### config.mk
export PLATFORM = sky130hd
export DESIGN_NAME = prsm_ratio_core
export DESIGN_NICKNAME = d
export VERILOG_FILES = /design/src/rtl/prsm_pkg.sv /design/src/rtl/prsm_ratio_core.sv /design/src/rtl/prsm_rate_detect.sv
export SDC_FILE = /design/constraint.sdc
export NUM_CORES = 1
export LEC_CHECK = 0
export BUFFER_PORTS_ARGS = -buffer_cell sky130_fd_sc_hd__buf_2
export CELL_PAD_IN_SITES_DETAIL_PLACEMENT = 1
export CELL_PAD_IN_SITES_GLOBAL_PLACEMENT = 2
export CORE_MARGIN = 1.5
export CORE_UTILIZATION = 23
export CTS_CLUSTER_SIZE = 24
export DETAILED_ROUTE_END_ITERATION = 12
export PLACE_DENSITY = 0.51
export SYNTH_ARGS = -nofsm -noshare
export SYNTH_HDL_FRONTEND = slang
export SYNTH_SLANG_ARGS = --single-unit
export TNS_END_PERCENT = 30
### constraint.sdc
create_clock -name clk_sys_i -period 17.05 [get_ports clk_sys_i]
set_input_delay 3.41 -clock clk_sys_i [delete_from_list [all_inputs] [get_ports clk_sys_i]]
set_output_delay 3.41 -clock clk_sys_i [all_outputs]
set_load 0.1 [all_outputs]
### src/rtl/prsm_pkg.sv
// shared constants and carriers for the ratio select and modifier block
package prsm_pkg;

  // bus geometry
  localparam int ADDR_W = 6;
  localparam int DATA_W = 32;
  localparam int NUM_RATIOS = 4;

  // register byte offsets
  localparam logic [ADDR_W-1:0] OFS_RATIO0 = 6'h00;
  localparam logic [ADDR_W-1:0] OFS_RATIO1 = 6'h04;
  localparam logic [ADDR_W-1:0] OFS_RATIO2 = 6'h08;
  localparam logic [ADDR_W-1:0] OFS_RATIO3 = 6'h0c;
  localparam logic [ADDR_W-1:0] OFS_GLOBAL = 6'h10;
  localparam logic [ADDR_W-1:0] OFS_MODAL0 = 6'h14;
  localparam logic [ADDR_W-1:0] OFS_MODAL3 = 6'h20;
  localparam logic [ADDR_W-1:0] OFS_STATUS = 6'h24;
  localparam logic [ADDR_W-1:0] OFS_EFFECTIVE_RATIO_LO = 6'h28;
  localparam logic [ADDR_W-1:0] OFS_EFFECTIVE_RATIO_HI = 6'h2c;
  localparam logic [ADDR_W-1:0] OFS_COMP_LO = 6'h30;
  localparam logic [ADDR_W-1:0] OFS_COMP_HI = 6'h34;

  // global configuration field positions
  localparam int GLB_FMT_BIT = 0;
  localparam int GLB_AUX_LSB = 4;
  localparam int GLB_DIV_LSB = 8;

  // modal configuration field positions
  localparam int MOD_RMOD_LSB = 0;
  localparam int MOD_AUTO_BIT = 2;

  // status field positions
  localparam int STA_CLASS_LSB = 0;
  localparam int STA_MSEL_LSB = 2;
  localparam int STA_MAN_BIT = 4;
  localparam int STA_AUTO_BIT = 5;
  localparam int STA_VALID_BIT = 6;

  // reset values
  localparam logic [31:0] RATIO_RST = 32'h0010_0000;
  localparam logic FMT_RST = 1'b1;
  localparam logic [2:0] AUX_CFG_RST = 3'h0;
  localparam logic [1:0] DIV_RST = 2'h0;
  localparam logic [2:0] MODAL_RST = 3'h0;

  // auxiliary pin function codes
  localparam logic [2:0] AUX_FN_RMOD = 3'b011;
  localparam logic [2:0] AUX_FN_AUTO = 3'b101;

  // range detector limits, in timing reference cycles per input period
  localparam int RATE_CNT_W = 8;
  localparam logic [RATE_CNT_W-1:0] RATE_HI_LIM = 8'd224;
  localparam logic [RATE_CNT_W-1:0] RATE_LO_LIM = 8'd96;
  localparam logic [RATE_CNT_W-1:0] RATE_CNT_MAX = 8'hff;

  // normalised ratio width: 20 integer bits, 20 fraction bits
  localparam int NORM_W = 40;
  localparam int COMP_W = 43;
  localparam int FMT_PAD = 8;

  typedef enum logic [1:0] {
    RATE_SLOW = 2'b00,
    RATE_MID = 2'b01,
    RATE_FAST = 2'b10,
    RATE_RSVD = 2'b11
  } prsm_rate_t;

  typedef enum logic {
    PH_IDLE = 1'b0,
    PH_ANSWER = 1'b1
  } prsm_phase_t;

  typedef struct packed {
    logic read;
    logic write;
    logic [ADDR_W-1:0] address;
    logic [DATA_W-1:0] writedata;
    logic [3:0] byteenable;
  } prsm_bus_req_t;

  typedef struct packed {
    logic [DATA_W-1:0] readdata;
    logic waitrequest;
  } prsm_bus_rsp_t;

  typedef struct packed {
    logic [NORM_W-1:0] effective;
    logic [COMP_W-1:0] compensated;
    logic manual_active;
    logic auto_active;
  } prsm_ratio_out_t;

endpackage

### src/rtl/prsm_ratio_core.sv
// ratio store, format, manual and automatic modifiers, and register slave
// Operation
// - each user ratio is a 32-bit unsigned fixed-point output to input ratio
// - four stored ratios; the two mode select pins choose the active one
// - a global format select reads the ratio as 12.20 or 20.12
// - high-resolution: upper 12 bits integer, lower 20 bits fraction
// - high-multiplication: upper 20 bits integer, lower 12 bits fraction
// - internal divider is compensated so stored ratio is only output over input
// - manual modifier scales the selected ratio, stored ratios stay untouched
// - manual select 00,01,10,11 gives 1/2, 1/4, 1/8, 1/16
// - manual modifier enabled only by the auxiliary pin under its function code
// - detector classes timing reference over input frequency as two-bit class
// - class 00 above 224 gives 1, 01 from 96 to 224 half, 10 below 96 quarter
// - automatic modifier enabled by modal bit or auxiliary pin under its code
// - automatic factor multiplies on top of manual factor, stored ratios unchanged
// - function 011: auxiliary pin high enables manual modifier, low disables
// - function 101: auxiliary pin overrides modal automatic enable
// - mode select pins also choose one of four modal parameter sets
//
// Implementation choices: the Avalon-MM register port and the placing of the registers.
`timescale 1ns/1ns
module prsm_ratio_core (
  input wire logic clk_sys_i,
  input wire logic sys_rst_i,
  input wire logic [1:0] mode_select_i,
  input wire logic aux_mode_pin_i,
  input wire logic clk_in_i,
  input prsm_pkg::prsm_bus_req_t bus_req_i,
  output prsm_pkg::prsm_bus_rsp_t bus_rsp_o,
  output prsm_pkg::prsm_ratio_out_t ratio_o,
  output prsm_pkg::prsm_rate_t input_rate_class_o
);
  import prsm_pkg::*;

  typedef struct packed {
    logic [NUM_RATIOS-1:0][31:0] stored_ratio_set;
    logic ratio_format_select;
    logic [2:0] aux_pin_function_cfg;
    logic [1:0] ref_div_select;
    logic [NUM_RATIOS-1:0][2:0] modal_set;
    logic [1:0] msel_s1;
    logic [1:0] msel_s2;
    logic aux_s1;
    logic aux_s2;
    logic clkin_s1;
    logic clkin_s2;
    prsm_phase_t phase;
    logic [DATA_W-1:0] rdata;
    logic [NORM_W-1:0] effective_ratio;
    logic [COMP_W-1:0] comp_ratio;
    logic man_act;
    logic auto_act;
  } prsm_core_state_t;

  prsm_core_state_t st_q;
  prsm_core_state_t st_d;
  prsm_rate_t rate_class;
  logic class_valid;
  logic bus_hit;
  logic [31:0] user_ratio;
  logic [2:0] modal_sel;
  logic [1:0] manual_modifier_select;
  logic auto_modifier_enable;
  logic man_en;
  logic auto_en;
  logic [2:0] man_shift;
  logic [2:0] auto_shift;
  logic [2:0] total_shift;
  logic [NORM_W-1:0] norm_ratio;
  logic [NORM_W-1:0] effective_ratio;
  logic [COMP_W-1:0] comp_ratio;

  prsm_rate_detect u_rate_detect (
    .clk_sys_i(clk_sys_i),
    .sys_rst_i(sys_rst_i),
    .clk_in_sync_i(st_q.clkin_s2),
    .input_rate_class_o(rate_class),
    .class_valid_o(class_valid)
  );

  // byte lane merge for register writes
  function automatic logic [31:0] be_merge(
    input logic [31:0] old_v,
    input logic [31:0] new_v,
    input logic [3:0] be
  );
    logic [31:0] res;
    res = old_v;
    for (int b = 0; b < 4; b++) begin
      if (be[b]) begin
        res[b*8 +: 8] = new_v[b*8 +: 8];
      end
    end
    return res;
  endfunction

  // read multiplexer, unmapped offsets return zero
  function automatic logic [31:0] read_word(
    input prsm_core_state_t s,
    input logic [ADDR_W-1:0] addr,
    input prsm_rate_t rc,
    input logic cv
  );
    logic [31:0] res;
    res = 32'h0000_0000;
    unique case (addr)
      OFS_RATIO0: begin
        res = s.stored_ratio_set[0];
      end
      OFS_RATIO1: begin
        res = s.stored_ratio_set[1];
      end
      OFS_RATIO2: begin
        res = s.stored_ratio_set[2];
      end
      OFS_RATIO3: begin
        res = s.stored_ratio_set[3];
      end
      OFS_GLOBAL: begin
        res[GLB_FMT_BIT] = s.ratio_format_select;
        res[GLB_AUX_LSB +: 3] = s.aux_pin_function_cfg;
        res[GLB_DIV_LSB +: 2] = s.ref_div_select;
      end
      OFS_STATUS: begin
        res[STA_CLASS_LSB +: 2] = rc;
        res[STA_MSEL_LSB +: 2] = s.msel_s2;
        res[STA_MAN_BIT] = s.man_act;
        res[STA_AUTO_BIT] = s.auto_act;
        res[STA_VALID_BIT] = cv;
      end
      OFS_EFFECTIVE_RATIO_LO: begin
        res = s.effective_ratio[31:0];
      end
      OFS_EFFECTIVE_RATIO_HI: begin
        res[NORM_W-33:0] = s.effective_ratio[NORM_W-1:32];
      end
      OFS_COMP_LO: begin
        res = s.comp_ratio[31:0];
      end
      OFS_COMP_HI: begin
        res[COMP_W-33:0] = s.comp_ratio[COMP_W-1:32];
      end
      default: begin
        if (addr >= OFS_MODAL0 && addr <= OFS_MODAL3 && addr[1:0] == 2'b00) begin
          res[2:0] = s.modal_set[3'(addr[ADDR_W-1:2] - OFS_MODAL0[ADDR_W-1:2])];
        end
      end
    endcase
    return res;
  endfunction

  // ratio selection and modifier arithmetic
  always_comb begin
    user_ratio = st_q.stored_ratio_set[st_q.msel_s2];
    modal_sel = st_q.modal_set[st_q.msel_s2];
    manual_modifier_select = modal_sel[MOD_RMOD_LSB +: 2];
    auto_modifier_enable = modal_sel[MOD_AUTO_BIT];
    // manual factor only through the auxiliary pin
    man_en = (st_q.aux_pin_function_cfg == AUX_FN_RMOD) && st_q.aux_s2;
    if (st_q.aux_pin_function_cfg == AUX_FN_AUTO) begin
      auto_en = st_q.aux_s2;
    end else begin
      auto_en = auto_modifier_enable;
    end
    man_shift = 3'h0;
    if (man_en) begin
      man_shift = {1'b0, manual_modifier_select} + 3'h1;
    end
    auto_shift = 3'h0;
    if (auto_en) begin
      unique case (rate_class)
        RATE_SLOW: begin
          auto_shift = 3'h0;
        end
        RATE_MID: begin
          auto_shift = 3'h1;
        end
        RATE_FAST: begin
          auto_shift = 3'h2;
        end
        RATE_RSVD: begin
          auto_shift = 3'h0;
        end
      endcase
    end
    total_shift = man_shift + auto_shift;
    // bring both formats to one 20.20 scale
    if (st_q.ratio_format_select) begin
      norm_ratio = {{FMT_PAD{1'b0}}, user_ratio};
    end else begin
      norm_ratio = {user_ratio, {FMT_PAD{1'b0}}};
    end
    effective_ratio = norm_ratio >> total_shift;
    // reference divider folded in so stored ratio stays output over input
    comp_ratio = {{(COMP_W-NORM_W){1'b0}}, effective_ratio} << st_q.ref_div_select;
  end

  assign bus_hit = bus_req_i.read | bus_req_i.write;

  always_comb begin
    st_d = st_q;
    // two-stage synchronisers for the pins
    st_d.msel_s1 = mode_select_i;
    st_d.msel_s2 = st_q.msel_s1;
    st_d.aux_s1 = aux_mode_pin_i;
    st_d.aux_s2 = st_q.aux_s1;
    st_d.clkin_s1 = clk_in_i;
    st_d.clkin_s2 = st_q.clkin_s1;
    // result registers
    st_d.effective_ratio = effective_ratio;
    st_d.comp_ratio = comp_ratio;
    st_d.man_act = man_en;
    st_d.auto_act = auto_en;
    // bus slave: one wait cycle, then the answer
    unique case (st_q.phase)
      PH_IDLE: begin
        if (bus_hit) begin
          st_d.phase = PH_ANSWER;
          st_d.rdata = read_word(st_q, bus_req_i.address, rate_class, class_valid);
        end
      end
      PH_ANSWER: begin
        st_d.phase = PH_IDLE;
        if (bus_req_i.write) begin
          unique case (bus_req_i.address)
            OFS_RATIO0, OFS_RATIO1, OFS_RATIO2, OFS_RATIO3: begin
              st_d.stored_ratio_set[bus_req_i.address[3:2]] = be_merge(
                st_q.stored_ratio_set[bus_req_i.address[3:2]],
                bus_req_i.writedata, bus_req_i.byteenable);
            end
            OFS_GLOBAL: begin
              if (bus_req_i.byteenable[0]) begin
                st_d.ratio_format_select = bus_req_i.writedata[GLB_FMT_BIT];
                st_d.aux_pin_function_cfg = bus_req_i.writedata[GLB_AUX_LSB +: 3];
              end
              if (bus_req_i.byteenable[1]) begin
                st_d.ref_div_select = bus_req_i.writedata[GLB_DIV_LSB +: 2];
              end
            end
            default: begin
              if (bus_req_i.address >= OFS_MODAL0 && bus_req_i.address <= OFS_MODAL3
                  && bus_req_i.address[1:0] == 2'b00 && bus_req_i.byteenable[0]) begin
                st_d.modal_set[3'(bus_req_i.address[ADDR_W-1:2]
                  - OFS_MODAL0[ADDR_W-1:2])] = bus_req_i.writedata[2:0];
              end
            end
          endcase
        end
      end
    endcase
  end

  always_ff @(posedge clk_sys_i or posedge sys_rst_i) begin
    if (sys_rst_i) begin
      st_q <= '0;
      st_q.stored_ratio_set <= {NUM_RATIOS{RATIO_RST}};
      st_q.ratio_format_select <= FMT_RST;
      st_q.aux_pin_function_cfg <= AUX_CFG_RST;
      st_q.ref_div_select <= DIV_RST;
      st_q.modal_set <= {NUM_RATIOS{MODAL_RST}};
      st_q.phase <= PH_IDLE;
    end else begin
      st_q <= st_d;
    end
  end

  assign bus_rsp_o.waitrequest = bus_hit && (st_q.phase == PH_IDLE);
  assign bus_rsp_o.readdata = st_q.rdata;
  assign ratio_o.effective = st_q.effective_ratio;
  assign ratio_o.compensated = st_q.comp_ratio;
  assign ratio_o.manual_active = st_q.man_act;
  assign ratio_o.auto_active = st_q.auto_act;
  assign input_rate_class_o = rate_class;

endmodule

### src/rtl/prsm_rate_detect.sv
// input frequency range detector counting timing reference cycles per input period
`timescale 1ns/1ns
module prsm_rate_detect (
  input wire logic clk_sys_i,
  input wire logic sys_rst_i,
  input wire logic clk_in_sync_i,
  output prsm_pkg::prsm_rate_t input_rate_class_o,
  output logic class_valid_o
);
  import prsm_pkg::*;

  typedef struct packed {
    logic prev;
    logic seen_edge;
    logic [RATE_CNT_W-1:0] cnt;
    prsm_rate_t rate;
    logic valid;
  } prsm_det_state_t;

  prsm_det_state_t st_q;
  prsm_det_state_t st_d;

  always_comb begin
    st_d = st_q;
    st_d.prev = clk_in_sync_i;
    if (st_q.cnt != RATE_CNT_MAX) begin
      st_d.cnt = st_q.cnt + 8'd1;
    end
    if (clk_in_sync_i && !st_q.prev) begin
      st_d.cnt = 8'd1;
      st_d.seen_edge = 1'b1;
      // a full period only after the first edge
      if (st_q.seen_edge) begin
        st_d.valid = 1'b1;
        if (st_q.cnt > RATE_HI_LIM) begin
          st_d.rate = RATE_SLOW;
        end else if (st_q.cnt >= RATE_LO_LIM) begin
          st_d.rate = RATE_MID;
        end else begin
          st_d.rate = RATE_FAST;
        end
      end
    end else if (st_q.cnt == RATE_CNT_MAX) begin
      // input stopped or period of 256 cycles or more, above the upper limit
      st_d.rate = RATE_SLOW;
    end
  end

  always_ff @(posedge clk_sys_i or posedge sys_rst_i) begin
    if (sys_rst_i) begin
      st_q <= '0;
    end else begin
      st_q <= st_d;
    end
  end

  assign input_rate_class_o = st_q.rate;
  assign class_valid_o = st_q.valid;

endmodule

# Word level (Yosys, flattened, before mapping)

Cells that the tools add are included.

Word-level logic and storage cells: 140
Bits of input ports: 50
Register bits after elaboration: 285

Shift operators: 2
Reduce and logical (&&, ||, !) cells: 24
Bitwise logic cells: 3
Equal/unequal tests: 17
Add/subtract/negate cells: 4
Mux-type cells: 53
$lt $le $gt $ge: 9

Operators by type and width:

| cell                                                                   | count |
|---|---|
| 8-bit 2-to-1 mux                                                       | 18 |
| 32-bit binary-select mux with 2-bit select                             | 2 |
| 128-bit bitwise mux                                                    | 1 |
| 21-bit case mux with 6 select lines                                    | 1 |
| 32-bit 2-to-1 mux                                                      | 3 |
| 32-bit demux with 2-bit select                                         | 1 |
| 40-bit by 2-bit left shift with 43-bit output                          | 1 |
| 40-bit 2-to-1 mux                                                      | 1 |
| 40-bit by 3-bit right shift with 40-bit output                         | 1 |
| 33-bit 2-to-1 mux                                                      | 1 |
| 6-bit equality test (second input constant)                            | 5 |
| 3-bit case mux with 10 select lines                                    | 1 |
| 3-bit 2-to-1 mux                                                       | 7 |
| 2-bit case mux with 10 select lines                                    | 1 |
| 2-bit case mux with 8 select lines                                     | 1 |
| 3-bit binary-select mux with 2-bit select                              | 2 |
| 12-bit bitwise mux                                                     | 1 |
| 6-bit by 4-bit equality test with 1-bit output (second input constant) | 2 |
| 4-bit AND reduction                                                    | 3 |
| 1-bit case mux with 10 select lines                                    | 1 |
| 1-bit case mux with 9 select lines                                     | 1 |
| 3-bit case mux with 3 select lines                                     | 1 |
| 8-bit by 1-bit adder with 8-bit output (second input constant)         | 1 |
| 8-bit equality test (second input constant)                            | 1 |
| 37 further kinds                                                       | 54 |

# Longest topological paths before layout

Gate-level depths: netlist of run 1.

Depth after elaboration: 7
Mapped depth: 18
Depth with buffers taken out: 13

# Hierarchy

Synthesis of run 1 repeated with hierarchy kept, for this count alone.

Cell total of the unflattened synthesis: 1,593
Area, all modules: 17,096.4 um2

Modules (own cells, without submodules):

| module           | cells each | instances | seq. area each (um2) | area each (um2) |
|---|---|---|---|---|
| prsm_ratio_core  | 1,525      | 1         | 6,812.8              | 16,412.0 |
| prsm_rate_detect | 68         | 1         | 325.3                | 684.4 |

# Worst setup path after synthesis of run 1

OpenSTA, ideal clock, no wires.

Kind: input-to-output
Start point: in bus_req_i[42] (netlist bit)
End point: out bus_rsp_o[0] (netlist bit)
Required time: 13,640 ps
Arrival: 4,434 ps
Stages: 5
Slack: 9,206 ps
Buffers on the path: 3
Cell sequence: o21bai_1 > clkbuf_1 > buf_1 > inv_1 > buf_4

RTL lines:

| element         | line                  | text |
|---|---|---|
| start, declared | prsm_ratio_core.sv:28 | `input prsm_pkg::prsm_bus_req_t bus_req_i,` |
| end, declared   | prsm_ratio_core.sv:29 | `output prsm_pkg::prsm_bus_rsp_t bus_rsp_o,` |

==> results of run 1 <==
[report_power, final]
| group | leakage (nW) | switching [mW] | total, mW | internal (mW) |
|---|---|---|---|---|
| sequential | 3.85 | 0.0467 | 0.761 | 0.714 |
| combinational | 4.16 | 0.255 | 0.341 | 0.0856 |
| clock | 0.653 | 0.329 | 0.862 | 0.533 |
| total | 8.66 | 0.631 | 1.96 | 1.33 |
[metrics by stage]
step | instance area, um^2 | utilization | instances
finish | 19400 | 0.261 | 2626
global route | 19400 | 0.261 | 2625
CTS | 19400 | 0.261 | 2625
detailed placement | 18000 | 0.243 | 2556
global placement | 18000 | 0.243 | 2556
floorplan | 17300 | - | 1642
[placed cells by master, fill, tap and decap left out, types with 16 or more instances in the layout]
cell,Yosys,layout
buf_2,15,169
mux2_2,32,32
buf_4,125,24
o22ai_1,20,20
nor2_1,50,49
inv_1,21,20
mux4_2,76,76
a21oi_1,16,16
nand2_1,239,236
o21ai_0,168,168
a22oi_1,112,112
a221oi_1,29,29
dfrtp_1,280,279
mux2i_1,122,122
clkbuf_16,0,39
[kinds of logic after synthesis]
group	count (synthesis)
compound gates	450
mux	246
flops	285
buf+inv	270
simple gates	377
fa+ha+maj	10
xor+xnor	4
[synthesized netlist by cell type, drive strengths merged (9+ instances only)]
cell / instances / area (um^2)
a211oi: 15 / 118
a21o: 9 / 67.6
a21oi: 17 / 88.8
a221o: 9 / 90.1
a221oi: 29 / 254
a22o: 14 / 123
a22oi: 113 / 862
and3: 13 / 81.3
buf: 159 / 1210
clkbuf: 89 / 335
dfrtp: 280 / 7010
ha: 9 / 113
inv: 22 / 82.6
mux2: 32 / 360
mux2i: 137 / 1550
mux4: 77 / 1740
nand2: 240 / 908
nand2b: 9 / 56.3
nand3: 14 / 70.1
nor2: 52 / 205
nor3: 16 / 85.1
o211ai: 10 / 90.1
o21ai: 170 / 851
o22ai: 20 / 125
[routing by layer]
layer / part of all wire / track usage / up-vias / routed length (um)
li1: - / - / 5936 / -
met5: 0.00019 / 0 / - / 13
met2: 0.49 / 0.306 / 342 / 34100
met4: 0.017 / 0.0425 / 2 / 1150
met1: 0.45 / 0.240 / 7057 / 31200
met3: 0.039 / 0.0227 / 79 / 2670
[critical path: stages]
cell and delay, ns:
buf_2 0.16, o21bai_4 0.14, buf_4 0.63, inv_1 0.13, buf_2 0.33
[sequential cells by signal, indices dropped and copies added, names as in the netlist]
register	count
st_q	151
ratio_o	85
bus_rsp_o	32
u_rate_detect.st_q	10
st_d	4
u_rate_detect.input_rate_class_o	2
u_rate_detect.class_valid_o	1
[final cells by class]
type,count,share of cell area
clock inverters,13,0.0115
well taps,969,0.0626
flip-flops and latches,285,0.368
repair buffers,193,0.0529
diodes,1,0.000129
inverters,22,0.00465
multi-input cells,1087,0.442
clock buffers,56,0.0578
[worst paths after layout]
path                                      end  slack [ns]  depth (start not counted)
worst min-delay path                st_q[118]        0.35                          0
worst max register to register    ratio_o[38]       11.58                         11
worst min register to register      st_q[118]        0.35                          0
worst max-delay path             bus_rsp_o[0]        8.83                          5
max in group asynchronous           st_q[222]       11.93                          4
min in group asynchronous       bus_rsp_o[31]        2.93                          2
==> reports/metrics.yaml, run 1 <==
clock_latency_ns: 0.57
route.detailed.drc: 0
post_cts_buffers: 0
synth-compound-area-share: 0.176
fp.dieH_um: 277
die_area_um2: 76700
yosys_warnings: 0
yosysSeqAreaShare: 0.414
tns_ns: 0
rsz0062_at_grt: "false"
ys.flop_type: "dfrtp_1"
drt_iter0_markers: 857
setup_slack_ns: 8.83
dp_hpwl_um: 48000
cts.repair.resized: 0
drive_gt1_frac: 0.248
multiInputGateArea_um2: 8570
critPathRequiredTime_ns: 13.64
cts_buffers: 38
finalWeightedCongestion: 0.788
startpoint_type: "input port"
async_flop_share: 1.00
cts_tree: "built"
antenna_found_initial: 3
vias: 13416
clock_sinks: 285
synth_seq_cells: 285
wirelength_um: 69100
worstPathMaxFanout: 65
cp-startpoint: "bus_req_i[42]"
period_needed_ns: 8.22
setup_viol_count_final: 0
synth_cells: 1642
max_cap_viol_count: 0
fillCellCount: 8489
ir_drop_v: 0.0000620
dp_slack_ns: 8.76
final_nets: 1687
die_w_um: 277
end_kind: "output pin"
num_rows: 100
dr.pass1.iters: 5
grt_overflow: 0
start_util: 0.232
worst-setup-path-type: "in2out"
timing.hold.ws_ns: 0.346
muxShareOfSynthArea: 0.211
grt_max_degree: 101
syn_nets: 1702
hp-class: "reg2reg"
synth-simple-area-share: 0.0945
syn_area_per_cell_um2: 10.5
cts_hold_buf: 0
synth_fa_ha_area_frac: 0.00768
synth.distinct_cells: 81
regArea_um2: 7140
synth_top_family_by_area: "multiplexers"
clock_path_buffers: 3
netlist_area_um2: 17300
synth_edf_count: 0
port_buffers: 169
wl_per_cell_um: 26.3
p_leak_nw: 8.66
grt_pass1_wl_um: 103000
p_total_mw: 1.96
finalClockSkew_ns: 0.0289
vias_per_cell: 5.11
ios: 170
yosys.area_share.xor_xnor: 0.00203
tightest_slew_ns: 1.09
slew_violations: 0
arrival_ns: 4.81
slew_headroom: 0.271
cts_root_buf: "clkbuf_16"
fmax_ghz: 0.122
core_area_um2: 74300
outcome: "complete, no violations"
period_share: 0.482
powerDensity_nw_per_um2: 101
syn2layout_area_growth_pct: 12.3
min_from: "st_d[118]"
rr_startpoint: "st_q[122]"
first_global_vias: 14448
clk_pin_slew_ns: 0.05
cts-htree-levels: 2
ant_nets: 0
finalHoldViolations: 0
grt_usage: 0.179
Note: power is estimated with default switching activity, not from simulation.
==> run 2: changes to the inputs <==
Clock period 17.05 ns to 8.55 ns, I/O delays scaled along.
==> run 2 against run 1 <==
Compared with the run above:
- clock-buffer cell count decreased by 8
- via count is 0.57% lower
- critical path depth is 8 higher
- largest power group unchanged
- power is 110% higher
==> reports/metrics.yaml, run 2 (synthesis gave the netlist of run 1 again) <==
slew_violations: 0  # unchanged
final_common_cell: "dfrtp_1"  # unchanged
dr.pass1.iters: 6  # was 5
arrival_ns: 5.60  # was 4.81 ns
tightest_slew_ns: 1.05  # was 1.09 ns
worstPathMaxFanout: 26  # was 65
clock_path_buffers: 3  # unchanged
finalClockSkew_ns: 0.0333  # was 0.0289 ns
finalWeightedCongestion: 0.816  # was 0.788
regArea_um2: 7140  # unchanged
wl_per_cell_um: 26.6  # was 26.3 um
powerDensity_nw_per_um2: 208  # was 101 nW/um^2
cts_buffers: 39  # was 38
clkPwrFrac: 0.457  # was 0.439
regMostFlops: "st_q"  # unchanged
swShare: 0.318  # was 0.321
start_util: 0.232  # unchanged
fillCellCount: 8406  # was 8489
multiInputGateArea_um2: 8550  # was 8570 um^2
finalHoldViolations: 0  # unchanged
critPathRequiredTime_ns: 8.98  # was 13.64 ns
route.detailed.drc: 0  # unchanged
startpoint_type: "flip-flop"  # was input port
antenna_found_initial: 0  # was 3
worst-setup-path-type: "reg2reg"  # was in2out
outcome: "complete, no violations"  # unchanged
grt_pass1_wl_um: 104000  # was 103000 um
vias_per_cell: 5.07  # was 5.11
slew_headroom: 0.303  # was 0.271
clk_pin_slew_ns: 0.06  # was 0.05 ns
fp.dieH_um: 277  # unchanged
num_rows: 100  # unchanged
core_area_um2: 74300  # unchanged
syn2layout_area_growth_pct: 13.0  # was 12.3%
rsz0062_at_grt: "false"  # unchanged
largest_reg_flops: 151  # unchanged
cts_tree: "built"  # unchanged
die_w_um: 277  # unchanged
wirelength_um: 69900  # was 69100 um
grt_overflow: 0  # unchanged
cts_root_buf: "clkbuf_16"  # unchanged
tns_ns: 0  # unchanged
p_leak_nw: 8.71  # was 8.66 nW
fin_cells: 2630  # was 2626
hp-class: "reg2reg"  # unchanged
switchingPower_mw: 1.29  # was 0.631 mW
setup_viol_count_final: 0  # unchanged
n_antenna_cell: 0  # was 1
p_int_mw: 2.76  # was 1.33 mW
final_nets: 1692  # was 1687
placedCellCount: 2560  # was 2556
drive_gt1_frac: 0.253  # was 0.248
drt_iter0_markers: 852  # was 857
p_seq_frac: 0.376  # was 0.387
ir_drop_v: 0.000118  # was 0.0000620 V
die_area_um2: 76700  # unchanged
max_cap_viol_count: 0  # unchanged
place_area_um2: 18100  # was 18000 um^2
first_global_vias: 14555  # was 14448
post_cts_buffers: 0  # unchanged
cts_hold_buf: 0  # unchanged
clock_sinks: 285  # unchanged
vias: 13340  # was 13416
end_kind: "flip-flop"  # was output pin
period_needed_ns: 5.17
ios: 170  # unchanged
ant_nets: 0  # unchanged
period_share: 0.605
cts.repair.resized: 0  # unchanged
port_buffers: 169  # unchanged
fmax_ghz: 0.193
cts-htree-levels: 2  # unchanged
final_cell_mix: "dfrtp_1 (279), nand2_1 (236), buf_2 (169)"  # unchanged
grt_usage: 0.182  # was 0.179
clock_latency_ns: 0.57  # about the same
dp_hpwl_um: 48900  # was 48000 um
grt_max_degree: 143  # was 101
combPwrFrac: 0.167  # was 0.174
fin_area_um2: 19500  # was 19400 um^2
==> run 2: through the flow <==
| step | total power, mW | utilization | setup WS [ns] | hold WS, ns |
|---|---|---|---|---|
| 2_1_floorplan | 2.07 | - | 3.07 | 0.331 |
| 3_3_place_gp | 2.23 | 0.243 | 3.48 | 0.336 |
| 3_5_place_dp | 2.23 | 0.243 | 3.38 | 0.345 |
| 4_1_cts | 4.11 | 0.262 | 3.32 | 0.359 |
| 5_1_grt | 4.21 | 0.262 | 3.16 | 0.360 |
| 6_report | 4.05 | 0.262 | 3.38 | 0.357 |
==> run 2: cell type report <==
cell class | count | area share
inverter | 22 | 0.00443
tap | 969 | 0.0622
multi-input combinational | 1087 | 0.438
clock inverter | 22 | 0.0191
timing repair buffer | 197 | 0.0548
clock buffer | 48 | 0.0549
sequential | 285 | 0.366
==> run 2: metal layers <==
metal	GRT usage	vias up	share of wire
met3	0.0249	98	0.040
met2	0.301	323	0.47
met1	0.250	6965	0.47
li1	-	5954	-
met5	0	-	0
met4	0.0456	0	0.020
==> run 2: final timing paths <==
| path | startpoint | end | slack, ns | cells after the start |
|---|---|---|---|---|
| min in group asynchronous | sys_rst_i | bus_rsp_o[31] | 1.38 | 3 |
| hold / removal | st_d[118] | st_q[118] | 0.36 | 0 |
| setup / recovery | st_q[123] | ratio_o[32] | 3.38 | 13 |
| max in group asynchronous | sys_rst_i | st_q[154] | 5.53 | 4 |
| hold reg to reg | st_d[118] | st_q[118] | 0.36 | 0 |
| setup reg to reg | st_q[123] | ratio_o[32] | 3.38 | 13 |
==> run 2: power by group through the flow <==
| stage | registers [mW] | clock network (mW) | logic [mW] |
|---|---|---|---|
| global placement | 1.55 | 0 | 0.679 |
| finish | 1.52 | 1.85 | 0.676 |
| CTS | 1.52 | 1.90 | 0.686 |
| global route | 1.53 | 1.96 | 0.722 |
| detailed placement | 1.55 | 0 | 0.683 |
| floorplan | 1.49 | 0 | 0.579 |
==> run 2: worst max-delay path, stage by stage, from the launching register on <==
cell      delay (ns)
dfrtp_1         0.33
buf_4           0.45
mux4_2          0.58
mux2_2          0.30
and3b_1         0.18
ha_1            0.30
buf_4           0.36
and2_1          0.75
a22oi_1         0.25
and2_1          0.24
a211oi_2        0.39
mux2i_1         0.26
mux2_2          0.35
mux2_2          0.26
==> run 3: changes to the inputs <==
Clock period 8.55 ns to 4.9 ns, I/O delays scaled along.
==> run 3 against run 2 <==
Compared with the run above:
- first-iteration DRC count down 9.0%
- worst setup slack got worse by 2.8 ns
- non-clock buffer count increased by 22
- cell area up 1.0%
- power up 73%
- worst hold slack lost 0.0022 ns
- maximum frequency grew 21%
- die area stayed put
- routed wire length up 2.0%
- critical endpoint is now ratio_o[11]
- sequential power grew 74%
- clock-buffer cell count increased by 8
==> reports/metrics.yaml, run 3 (synthesis gave the netlist of run 1 again) <==
syn2layout_area_growth_pct: 14.2  # was 13.0%
core_area_um2: 74300  # unchanged
final_cell_mix: "dfrtp_1 (279), nand2_1 (236), buf_2 (169)"  # unchanged
finalWeightedCongestion: 0.856  # was 0.816
rr_startpoint: "st_q[122]"  # was st_q[123]
place_area_um2: 18300  # was 18100 um^2
final_nets: 1715  # was 1692
cts.repair.resized: 0  # unchanged
start_util: 0.232  # unchanged
path_cells: "mux4_1 > ha_1 > nand2_1 > fa_4 > nand2b_1 > or2_1 > nand2_4 > mux4_2 > mux2i_4 > nor2_2 > nor3_2"  # was buf_4 > mux4_2 > mux2_2 > and3b_1 > ha_1 > buf_4 > and2_1 > a22oi_1 > and2_1 > a211oi_2 > mux2i_1 > mux2_2 > mux2_2
clock_latency_ns: 0.56  # was 0.57 ns
hp-class: "reg2reg"  # unchanged
crit_family: "multiplexers"  # unchanged
num_rows: 100  # unchanged
vias_per_cell: 5.08  # was 5.07
cp_num_cells: 11  # was 13
slowest_stage: "mux4_2"  # was and2_1
finalHoldViolations: 0  # unchanged
startpoint_type: "flip-flop"  # unchanged
fmax_ghz: 0.234  # was 0.193 GHz
tns_ns: 0  # unchanged
wirelength_um: 71300  # was 69900 um
use_met3: 0.0267  # was 0.0249
critPathRequiredTime_ns: 5.36  # was 8.98 ns
drt_iter0_markers: 775  # was 852
ir_drop_v: 0.000165  # was 0.000118 V
setup_viol_count_final: 0  # unchanged
r2r_setup_slack_ns: 0.62  # was 3.38 ns
worst-setup-path-type: "reg2reg"  # unchanged
slew_headroom: 0.238  # was 0.303
route.detailed.drc: 0  # unchanged
port_buffers: 169  # unchanged
busiest_layer: "met2"  # unchanged
grt_pass1_wl_um: 107000  # was 104000 um
cp-startpoint: "st_q[122]"  # was st_q[123]
worstPathMaxFanout: 32  # was 26
largest_reg_flops: 151  # unchanged
grt_overflow: 0  # unchanged
arrival_ns: 4.74  # was 5.60 ns
grt.met1_usage: 0.254  # was 0.250
cts-htree-levels: 2  # unchanged
fp.dieH_um: 277  # unchanged
use_met2: 0.310  # was 0.301
period_share: 0.873  # was 0.605
period_needed_ns: 4.28  # was 5.17 ns
r2r_end: "ratio_o[11]"  # was ratio_o[32]
die_area_um2: 76700  # unchanged
p_total_mw: 7.00  # was 4.05 mW
max_cap_viol_count: 0  # unchanged
antenna_found_initial: 1  # was 0
cts_root_buf: "clkbuf_16"  # unchanged
ant_nets: 0  # unchanged
final_common_cell: "dfrtp_1"  # unchanged
crit_end: "ratio_o[11]"  # was ratio_o[32]
wl_per_cell_um: 26.9  # was 26.6 um
slew_violations: 0  # unchanged
cts_tree: "built"  # unchanged
post_cts_buffers: 0  # unchanged
crit_buf_inv: 0  # was 2
p_leak_nw: 8.81  # was 8.71 nW
regMostFlops: "st_q"  # unchanged
drive_gt1_frac: 0.262  # was 0.253
clock_sinks: 285  # unchanged
ios: 170  # unchanged
powerDensity_nw_per_um2: 355  # was 208 nW/um^2
worstRegToRegCells: 11  # was 13
first_global_vias: 14702  # was 14555
n_antenna_cell: 0  # unchanged
cts_buffers: 40  # was 39
dr.pass1.iters: 5  # was 6
dp_hpwl_um: 51600  # was 48900 um
tightest_slew_ns: 1.14  # was 1.05 ns
die_w_um: 277  # unchanged
vias: 13492  # was 13340
clock_path_buffers: 3  # unchanged
finalClockSkew_ns: 0.0237  # was 0.0333 ns
end_kind: "flip-flop"  # unchanged
grt_usage: 0.186  # was 0.182
rsz0062_at_grt: "false"  # unchanged
grt_max_degree: 131  # was 143
max_stage_delay_ns: 0.68  # was 0.75 ns
clk_pin_slew_ns: 0.06  # about the same
fin_area_um2: 19700  # was 19500 um^2
min_from: "st_d[118]"  # unchanged
cts_hold_buf: 0  # unchanged
outcome: "complete, no violations"  # unchanged
==> run 3: worst min path at each step <==
stage / endpoint / slack [ns] / depth (start not counted)
global route: st_q[118] / 0.36 / 0
finish: st_q[118] / 0.35 / 0
global placement: st_q[118] / 0.34 / 0
CTS: st_q[118] / 0.36 / 0
detailed placement: st_q[118] / 0.34 / 0
floorplan: st_q[118] / 0.33 / 0
==> run 3: stage by stage <==
step / utilization / hold slack (ns) / setup slack (ns) / cells
final: 0.265 / 0.355 / 0.622 / 2655
after global routing: 0.265 / 0.358 / 0.399 / 2655
after CTS: 0.265 / 0.357 / 0.614 / 2655
after detailed placement: 0.246 / 0.344 / 0.649 / 2582
after global placement: 0.246 / 0.337 / 0.678 / 2582
after floorplan: - / 0.331 / 0.147 / 1642
==> run 3: final cells by class <==
cell class	instances	area [um^2]
clock buffers	56	1140
clock inverters	17	280
fillers	8397	54600
inverters	22	86.3
multi-input cells	1087	8540
flip-flops and latches	285	7140
well taps	969	1210
repair buffers	219	1300
==> run 3: routing by layer <==
metal	vias to the layer above	wire length, um
li1	6007	-
met2	315	34200
met4	0	1390
met5	-	0
met1	7081	32800
met3	89	2840
==> run 3: power by group <==
group / total (mW) / internal, mW / switching (mW)
clock network: 3.15 / 2.00 / 1.15
logic: 1.20 / 0.306 / 0.898
registers: 2.65 / 2.49 / 0.162
